===== config.mk =====
export PLATFORM = sky130hd
export DESIGN_NAME = fpcc_top
export DESIGN_NICKNAME = d
export VERILOG_FILES = /design/src/hw/fpcc_pkg.sv /design/src/hw/fpcc_top.sv
export SDC_FILE = /design/constraint.sdc
export NUM_CORES = 2
export LEC_CHECK = 0
export BUFFER_PORTS_ARGS = -buffer_cell sky130_fd_sc_hd__buf_2
export CORE_AREA = 2 2 233 465
export DETAILED_ROUTE_END_ITERATION = 8
export DIE_AREA = 0 0 235 467
export PLACE_DENSITY = 0.7
export SLEW_MARGIN = 20
export SYNTH_ARGS = -nofsm -noshare
export SYNTH_HDL_FRONTEND = slang
export SYNTH_SLANG_ARGS = --single-unit

===== constraint.sdc =====
create_clock -name pclk -period 12.5 [get_ports pclk]
set_clock_uncertainty 0.05 [all_clocks]
set_input_delay 1.25 -clock pclk [delete_from_list [all_inputs] [get_ports pclk]]
set_output_delay 1.25 -clock pclk [all_outputs]
set_load 0.01 [all_outputs]

===== src/hw/fpcc_pkg.sv =====
// Shared constants and types for the fast pulse counter compare and rate unit
package fpcc_pkg;
    // ------------------------------------------------------------------
    // Register byte offsets
    // ------------------------------------------------------------------
    localparam logic [7:0] ADDR_CTRL = 8'h00;
    localparam logic [7:0] ADDR_RING = 8'h04;
    localparam logic [7:0] ADDR_PRESET = 8'h08;
    localparam logic [7:0] ADDR_LOW = 8'h0C;
    localparam logic [7:0] ADDR_HIGH = 8'h10;
    localparam logic [7:0] ADDR_REFRESH = 8'h14;
    localparam logic [7:0] ADDR_PPR = 8'h18;
    localparam logic [7:0] ADDR_COUNT = 8'h1C;
    localparam logic [7:0] ADDR_RATE = 8'h20;
    localparam logic [7:0] ADDR_STATUS = 8'h24;
    // ------------------------------------------------------------------
    // Control field positions
    // ------------------------------------------------------------------
    localparam int C_START = 0;
    localparam int C_RING = 1;
    localparam int C_CMP_EN = 2;
    localparam int C_ZONE = 3;
    localparam int C_TASK = 4;
    localparam int C_RATE_EN = 5;
    localparam int C_POINT = 6;
    localparam int C_PRIO = 9;
    localparam int C_EXT_PRE = 12;
    localparam int C_INT_PRE = 13;
    // Status field positions
    localparam int S_CARRY = 8;
    localparam int S_BORROW = 9;
    localparam int S_IRQ = 10;
    localparam int S_RATE_NEW = 11;
    // ------------------------------------------------------------------
    // Reset values and codes
    // ------------------------------------------------------------------
    localparam logic [31:0] CTRL_RST = 32'h0000_0000;
    localparam logic [31:0] RING_RST = 32'h0000_4E20;
    localparam logic [12:0] REFRESH_RST = 13'h0064;
    localparam logic [15:0] PPR_RST = 16'h003C;
    localparam logic [7:0] ERR_NONE = 8'h00;
    localparam logic [7:0] ERR_RING = 8'h11;
    localparam logic [7:0] ERR_ZONE = 8'h12;
    localparam logic [7:0] ERR_BOTH = 8'h13;
    localparam logic [31:0] RING_MIN = 32'h0000_0002;
    // ------------------------------------------------------------------
    // Timing
    // ------------------------------------------------------------------
    localparam int CLK_NS = 4;
    localparam int MS_NS = 1000000;
    localparam int MS_CYCLES = MS_NS / CLK_NS;
    localparam logic [15:0] REFRESH_UNIT_MS = 16'h000A;
    localparam logic [47:0] RATE_SCALE = 48'h0000_0000_EA60;
    localparam logic [5:0] DIV_STEPS = 6'h30;
    // ------------------------------------------------------------------
    // Types
    // ------------------------------------------------------------------
    typedef logic [31:0] fpcc_word_t;
    typedef enum logic [1:0] {
        RS_IDLE = 2'b00,
        RS_DIV = 2'b01,
        RS_WRITE = 2'b11
    } fpcc_rate_st_t;
    typedef struct packed {
        logic [2:0] pulse_sy;
        logic [2:0] dir_sy;
        logic [2:0] pre_sy;
        logic pready;
        logic pslverr;
        fpcc_word_t prdata;
        fpcc_word_t ctrl;
        fpcc_word_t ring_set;
        fpcc_word_t preset;
        fpcc_word_t low;
        fpcc_word_t high;
        logic [12:0] refresh;
        logic [15:0] ppr;
        logic start_prev;
        logic int_pre_prev;
        logic running;
        logic ring_err;
        fpcc_word_t count;
        logic carry;
        logic borrow;
        logic eq_prev;
        logic irq_pend;
        logic irq;
        logic [2:0] prio;
        logic [7:0] outs;
        logic [17:0] ms_cnt;
        logic [15:0] ref_cnt;
        fpcc_word_t last;
        fpcc_rate_st_t rst;
        logic [47:0] num;
        logic [32:0] rem;
        logic [31:0] den;
        logic neg;
        logic [5:0] step;
        fpcc_word_t rate;
        logic rate_new;
    } fpcc_state_t;
endpackage


===== src/hw/fpcc_top.sv =====
// Fast pulse counter with compare outputs, compare interrupt and rotation rate, APB slave
// Summary of operation
// Single compare: output on when count equals low
// Compare output steered to one of eight points
// Zone compare: output on while low<=count<=high
// High below low: code 12h, zone disabled
// Compare interrupt only with task operation selected
// Task mode: interrupt each time count equals low
// Interrupt carries priority level zero to seven
// Rate = delta times 60000 over pulses times ms
// Each rate written to destination word
// Counter inputs not shared with other duties
// Rate per refresh period; last count updated
// Ring: wrap to zero with carry, borrow loads set-1
// Preset source rising edge loads preset value
//
// Implementation choices: the register offsets and the APB register port.
`timescale 1ns/1ps
`default_nettype none
module fpcc_top #(
    parameter int MS_CYC = fpcc_pkg::MS_CYCLES // Clock cycles per millisecond
) (
    input wire logic pclk, // APB clock, 250 MHz
    input wire logic presetn, // Asynchronous reset, active low
    input wire logic psel, // APB select
    input wire logic penable, // APB enable
    input wire logic pwrite, // APB direction, high for write
    input wire logic [7:0] paddr, // APB byte address
    input wire fpcc_pkg::fpcc_word_t pwdata, // APB write data
    output fpcc_pkg::fpcc_word_t prdata, // APB read data
    output logic pready, // APB ready
    output logic pslverr, // APB error for unmapped address
    input wire logic cnt_pulse_pin, // Count pulse pin
    input wire logic cnt_dir_pin, // Direction pin, high counts down
    input wire logic preset_pin, // External preset pin
    output logic [7:0] out_points, // Discrete compare output points
    output logic cmp_irq, // Compare interrupt request pulse
    output logic [2:0] cmp_irq_prio // Priority of the compare interrupt
);
    import fpcc_pkg::*;

    fpcc_state_t s_q;
    fpcc_state_t s_d;
    logic wr_acc;
    logic pulse_rise;
    logic pre_edge;
    logic ring_act;
    logic zone_err;
    logic eq;
    logic hit;
    logic tick_ms;
    logic tick_ref;
    logic [32:0] diff;
    logic [32:0] diff_abs;
    logic [32:0] rem_t;
    logic [15:0] ref_ms;
    logic [7:0] err_code;
    fpcc_word_t rd;
    fpcc_word_t cnt_inc;
    fpcc_word_t cnt_dec;

    // ------------------------------------------------------------------
    // Next-state logic
    // ------------------------------------------------------------------
    always_comb begin
        s_d = s_q;
        // Pins pass three flops; edges are taken from the second and third only
        s_d.pulse_sy = {s_q.pulse_sy[1:0], cnt_pulse_pin};
        s_d.dir_sy = {s_q.dir_sy[1:0], cnt_dir_pin};
        s_d.pre_sy = {s_q.pre_sy[1:0], preset_pin};
        pulse_rise = s_q.pulse_sy[1] & ~s_q.pulse_sy[2];

        // APB: zero-wait slave, answer prepared in the setup cycle
        wr_acc = psel & penable & s_q.pready & pwrite;
        zone_err = s_q.high < s_q.low;
        err_code = s_q.ring_err ? (zone_err ? ERR_BOTH : ERR_RING) : (zone_err ? ERR_ZONE : ERR_NONE);
        case (paddr)
            ADDR_CTRL: rd = s_q.ctrl;
            ADDR_RING: rd = s_q.ring_set;
            ADDR_PRESET: rd = s_q.preset;
            ADDR_LOW: rd = s_q.low;
            ADDR_HIGH: rd = s_q.high;
            ADDR_REFRESH: rd = {19'h0, s_q.refresh};
            ADDR_PPR: rd = {16'h0, s_q.ppr};
            ADDR_COUNT: rd = s_q.count;
            ADDR_RATE: rd = s_q.rate;
            ADDR_STATUS: rd = {20'h0, s_q.rate_new, s_q.irq_pend, s_q.borrow, s_q.carry, err_code};
            default: rd = 32'h0000_0000;
        endcase
        s_d.pready = psel & ~penable;
        s_d.prdata = (psel & ~penable & ~pwrite) ? rd : 32'h0000_0000;
        s_d.pslverr = psel & ~penable & ((paddr > ADDR_STATUS) | (paddr[1:0] != 2'b00));
        if (wr_acc) begin
            case (paddr)
                ADDR_CTRL: s_d.ctrl = pwdata;
                ADDR_RING: s_d.ring_set = pwdata;
                ADDR_PRESET: s_d.preset = pwdata;
                ADDR_LOW: s_d.low = pwdata;
                ADDR_HIGH: s_d.high = pwdata;
                ADDR_REFRESH: s_d.refresh = pwdata[12:0];
                ADDR_PPR: s_d.ppr = pwdata[15:0];
                default: ;
            endcase
        end

        // Start command: a rising edge re-evaluates the ring setting, which sets or clears its error
        s_d.start_prev = s_q.ctrl[C_START];
        s_d.running = s_q.ctrl[C_START];
        if (s_q.ctrl[C_START] & ~s_q.start_prev) begin
            s_d.ring_err = s_q.ctrl[C_RING] & ((s_q.ring_set < RING_MIN) | s_q.ring_set[31]);
            s_d.carry = 1'b0;
            s_d.borrow = 1'b0;
        end
        // A faulty ring setting falls back to linear counting
        ring_act = s_q.ctrl[C_RING] & ~s_q.ring_err;

        // Preset source: internal control bit or external pin
        s_d.int_pre_prev = s_q.ctrl[C_INT_PRE];
        pre_edge = s_q.ctrl[C_EXT_PRE] ? (s_q.pre_sy[1] & ~s_q.pre_sy[2])
                                       : (s_q.ctrl[C_INT_PRE] & ~s_q.int_pre_prev);
        cnt_inc = s_q.count + 32'h0000_0001;
        cnt_dec = s_q.count - 32'h0000_0001;
        if (pre_edge) begin
            s_d.count = s_q.preset;
            s_d.carry = 1'b0;
            s_d.borrow = 1'b0;
            if (ring_act & (s_q.preset[31] | (s_q.preset >= s_q.ring_set))) begin
                s_d.ring_err = 1'b1;
            end
        end else if (s_q.running & pulse_rise & ~s_q.dir_sy[1]) begin
            if (ring_act) begin
                if (cnt_inc >= s_q.ring_set) begin
                    s_d.count = 32'h0000_0000;
                    s_d.carry = 1'b1;
                end else begin
                    s_d.count = cnt_inc;
                end
            end else if (~s_q.carry & ~s_q.borrow) begin
                // Linear overflow stops counting until a preset or a rising edge of start
                if (s_q.count == 32'h7FFF_FFFF) begin
                    s_d.carry = 1'b1;
                end else begin
                    s_d.count = cnt_inc;
                end
            end
        end else if (s_q.running & pulse_rise & s_q.dir_sy[1]) begin
            if (ring_act) begin
                if (s_q.count == 32'h0000_0000) begin
                    s_d.count = s_q.ring_set - 32'h0000_0001;
                    s_d.borrow = 1'b1;
                end else begin
                    s_d.count = cnt_dec;
                end
            end else if (~s_q.carry & ~s_q.borrow) begin
                if (s_q.count == 32'h8000_0000) begin
                    s_d.borrow = 1'b1;
                end else begin
                    s_d.count = cnt_dec;
                end
            end
        end

        // Compare stage, signed since the linear range is two's complement
        eq = s_q.count == s_q.low;
        if (s_q.ctrl[C_ZONE]) begin
            hit = ~zone_err & ($signed(s_q.count) >= $signed(s_q.low))
                & ($signed(s_q.count) <= $signed(s_q.high));
        end else begin
            hit = eq;
        end
        s_d.outs = (s_q.ctrl[C_CMP_EN] & hit) ? (8'h01 << s_q.ctrl[C_POINT +: 3]) : 8'h00;

        // Compare interrupt on entering equality; pending bit is write-one-to-clear, set wins
        s_d.eq_prev = eq;
        s_d.irq = s_q.ctrl[C_TASK] & s_q.running & eq & ~s_q.eq_prev;
        s_d.prio = s_q.ctrl[C_PRIO +: 3];
        if (wr_acc & (paddr == ADDR_STATUS)) begin
            if (pwdata[S_IRQ]) begin
                s_d.irq_pend = 1'b0;
            end
            if (pwdata[S_RATE_NEW]) begin
                s_d.rate_new = 1'b0;
            end
        end
        if (s_d.irq) begin
            s_d.irq_pend = 1'b1;
        end

        // Millisecond and refresh period timers
        tick_ms = s_q.ms_cnt == 18'(MS_CYC - 1);
        s_d.ms_cnt = tick_ms ? 18'h00000 : s_q.ms_cnt + 18'h00001;
        ref_ms = 16'((s_q.refresh == 13'h0000 ? 13'h0001 : s_q.refresh) * REFRESH_UNIT_MS);
        tick_ref = tick_ms & (s_q.ref_cnt >= ref_ms - 16'h0001);
        if (~s_q.ctrl[C_RATE_EN]) begin
            s_d.ref_cnt = 16'h0000;
        end else if (tick_ms) begin
            s_d.ref_cnt = tick_ref ? 16'h0000 : s_q.ref_cnt + 16'h0001;
        end

        // Rate: sign-magnitude restoring division, one quotient bit per cycle
        diff = {s_q.count[31], s_q.count} - {s_q.last[31], s_q.last};
        diff_abs = diff[32] ? (33'h0 - diff) : diff;
        rem_t = {s_q.rem[31:0], s_q.num[47]};
        case (s_q.rst)
            RS_IDLE: begin
                if (s_q.ctrl[C_RATE_EN] & tick_ref) begin
                    s_d.last = s_q.count;
                    s_d.neg = diff[32];
                    s_d.num = 48'(diff_abs) * RATE_SCALE;
                    s_d.den = 32'(s_q.ppr == 16'h0000 ? 16'h0001 : s_q.ppr) * 32'(ref_ms);
                    s_d.rem = 33'h0;
                    s_d.step = 6'h00;
                    s_d.rst = RS_DIV;
                end
            end
            RS_DIV: begin
                s_d.step = s_q.step + 6'h01;
                if (rem_t >= {1'b0, s_q.den}) begin
                    s_d.rem = rem_t - {1'b0, s_q.den};
                    s_d.num = {s_q.num[46:0], 1'b1};
                end else begin
                    s_d.rem = rem_t;
                    s_d.num = {s_q.num[46:0], 1'b0};
                end
                if (s_q.step == DIV_STEPS - 6'h01) begin
                    s_d.rst = RS_WRITE;
                end
            end
            RS_WRITE: begin
                s_d.rate = s_q.neg ? (32'h0 - s_q.num[31:0]) : s_q.num[31:0];
                s_d.rate_new = 1'b1;
                s_d.rst = RS_IDLE;
            end
            default: s_d.rst = RS_IDLE;
        endcase
    end

    // ------------------------------------------------------------------
    // State register
    // ------------------------------------------------------------------
    always_ff @(posedge pclk or negedge presetn) begin
        if (!presetn) begin
            s_q <= '0;
            s_q.ctrl <= CTRL_RST;
            s_q.ring_set <= RING_RST;
            s_q.refresh <= REFRESH_RST;
            s_q.ppr <= PPR_RST;
            s_q.rst <= RS_IDLE;
        end else begin
            s_q <= s_d;
        end
    end

    // Outputs come straight from state flops
    assign prdata = s_q.prdata;
    assign pready = s_q.pready;
    assign pslverr = s_q.pslverr;
    assign out_points = s_q.outs;
    assign cmp_irq = s_q.irq;
    assign cmp_irq_prio = s_q.prio;
endmodule
`default_nettype wire


==> out/metrics.cfg <==
[yosys]
syn_avg_cell_area_um2=9.18
synth_flop_cell=dfrtp_1
synth_largest_area_cell=dfrtp_1
synth_compound_area_share_pct=14.8
synth.distinct_cells=90
synth_edf_count=0
yosys.area_share.simple_pct=14.4
synth_top_family_by_area=adder cells
synthAdderAreaFrac_pct=25.8
synth_cells=5176
yosysWarnings=0
syn_area_um2=47500
synthXorXnorAreaFrac_pct=5.84
yosysTopAreaCellShare_pct=25.8
ys_seq_elements=501
synth_sequential_area_ratio_pct=26.4
synth.area.top_cells=dfrtp_1 26%, fa_1 13%, ha_1 12%, mux2_2 4.6%, inv_1 4.4%
syn-num-nets=6013
ys_async_sr_fraction_pct=100
synthMuxAreaShare_pct=5.59

[floorplanning]
fp.dieH_um=467
die_area_um2=110000
initial_core_util_pct=44.8
io_pins=94
coreArea_um2=106000
fp-row-count=169
die_x_um=235

[sta]
rsz0062_at_grt=no
fin_crit_ns=10.87
layout_setup_ws_ns=1.63
finalMaxSlewViolations=0
finalCritPeriodShare_pct=87.0
timing.fmax_mhz=92.0
finalHoldViolCount=0
tns_ns=0
relSlewSlack_pct=25.1
timing.hold.ws_ns=0.313
finalSetupViolations=0
tightest_slew_ns=1.11

[critical_path]
arrival_ns=11.35
worst_path_most_repeated_cell=fa_1
cp-start-kind=flop
worst_path_max_delay_cell=o41ai_1
end_kind=flop
max_stage_delay_ns=0.65
criticalPathCategory=flop to flop
rr_worst_depth=37
reg2reg_slack_ns=1.63
required_ns=12.98
crit_path_max_fanout=21

[place]
port_buffers=93
finalWeightedCongestion=1.01
dpl.hpwl_mm=119
dp_slack_ns=1.85

[drt]
first_iter_violations=2675
ant_nets=0
totalWireLength_mm=156
drc_errors=0
detailedRoute.firstPassIterationCount=6
vias=39400
via_per_inst=6.04
wl_per_cell_um=23.9

[clock_tree]
postCtsSetupBuffers=0
clock_latency_ns=0.67
cts_max_level=2
cts_root_buffer=clkbuf_16
cts_hold_buffers=0
numCtsBuffers=48
cts.path.max_buffers=3
cts.clk_slew.worst_paths_ns=0.07
clkSinkCount=501
cts_tree=done
cts_resized=0

[worst_hold_path]
holdCritPathClass=flop to flop
hold_depth=0

[flow_run]
max-cap-violations=0

[grt]
antenna_found_initial=6
grt_max_degree=160
grt_pass1_vias=41500
gr-total-overflow=0
grt_usage_pct=28.4
grt_pass1_wl_mm=240

[cells_and_area]
final_nets=5949
final_cell_mix=555 x inv_1, 489 x dfrtp_1, 483 x nand2_1, 474 x ha_1, 315 x fa_1
drive_gt1_share_pct=10.5
final_common_cell=inv_1
syn_to_final_growth_pct=7.18

[outcome]
status=complete, no violations

-- cells in the mapped netlist, types with 50 or more instances --
cell / instances
inv_1: 555
dfrtp_1: 489
nand2_1: 484
ha_1: 474
fa_1: 315
o21ai_0: 288
nor2_1: 249
a21oi_1: 235
clkbuf_1: 213
mux2_2: 196
xnor2_1: 163
xor2_1: 147
a21o_1: 135
nor3_1: 119
and2_1: 112
nand4_1: 76
nand3_1: 71
a221oi_1: 59
nand2b_1: 59
nor2b_1: 50
-- kinds of logic after synthesis --
group                      after synthesis
adders and majority gates              790
and+or+nand+nor                       1401
AOI/OAI and AO/OA                     1078
muxes                                  241
xor gates and xnor gates               313
DFF                                    501
buffers and inverters                  852
-- registers in the layout, indices dropped and copies added, names as in the netlist --
register and cells:
s_q 411, prdata 32, pslverr 1, cmp_irq_prio 3, s_d 11, pready 1, out_points 8, rem_t 33
cmp_irq 1
-- layer usage --
layer / track usage (%) / up-vias / part of all wire, %
met4: 26.0 / 2 / 11
met5: 0 / - / 0.0051
li1: - / 17600 / -
met2: 52.4 / 1562 / 52
met3: 4.20 / 724 / 5.2
met1: 26.9 / 19500 / 32
-- final timing paths --
| path | from | endpoint |
|---|---|---|
| setup / recovery | s_q[290] | s_q[69] |
| hold / removal | s_d[500] | s_d[501] |
| setup reg to reg | s_q[290] | s_q[69] |
| hold reg to reg | s_d[500] | s_d[501] |
| max in group asynchronous | presetn | s_q[351] |
| min in group asynchronous | presetn | s_q[203] |
-- critical path: cells and delay by family, from the launching register on --
kind	cells	cell delay [ns]
flip-flops	1	0.64
multiplexers	1	0.25
AND/OR/NAND/NOR	8	2.44
AO/OA/AOI/OAI	12	2.70
adder cells (fa/ha/maj)	10	4.16
XOR/XNOR	1	0.14
buffers and inverters	5	0.33
-- stage by stage --
| step | instances | util [%] | cell area, um2 |
|---|---|---|---|
| 6_report | 6524 | 48.1 | 50900 |
| 5_1_grt | 6521 | 48.1 | 50900 |
| 4_1_cts | 6517 | 48.0 | 50900 |
| 3_5_place_dp | 6428 | 46.4 | 49100 |
| 3_3_place_gp | 6428 | 46.4 | 49100 |
| 2_1_floorplan | 5176 | - | 47500 |
-- cell type report --
type	count	area (um2)
inverters	555	2080
fillers	9883	55000
well taps	1368	1710
diodes	5	12.5
clock inverters	28	359
flip-flops and latches	501	12600
multi-input cells	3823	31700
repair buffers	183	1180
clock buffers	61	1350
Power is left out: the tool's default activity adds up to more than one toggle a clock period on the data nets, which glitch-free logic cannot reach.
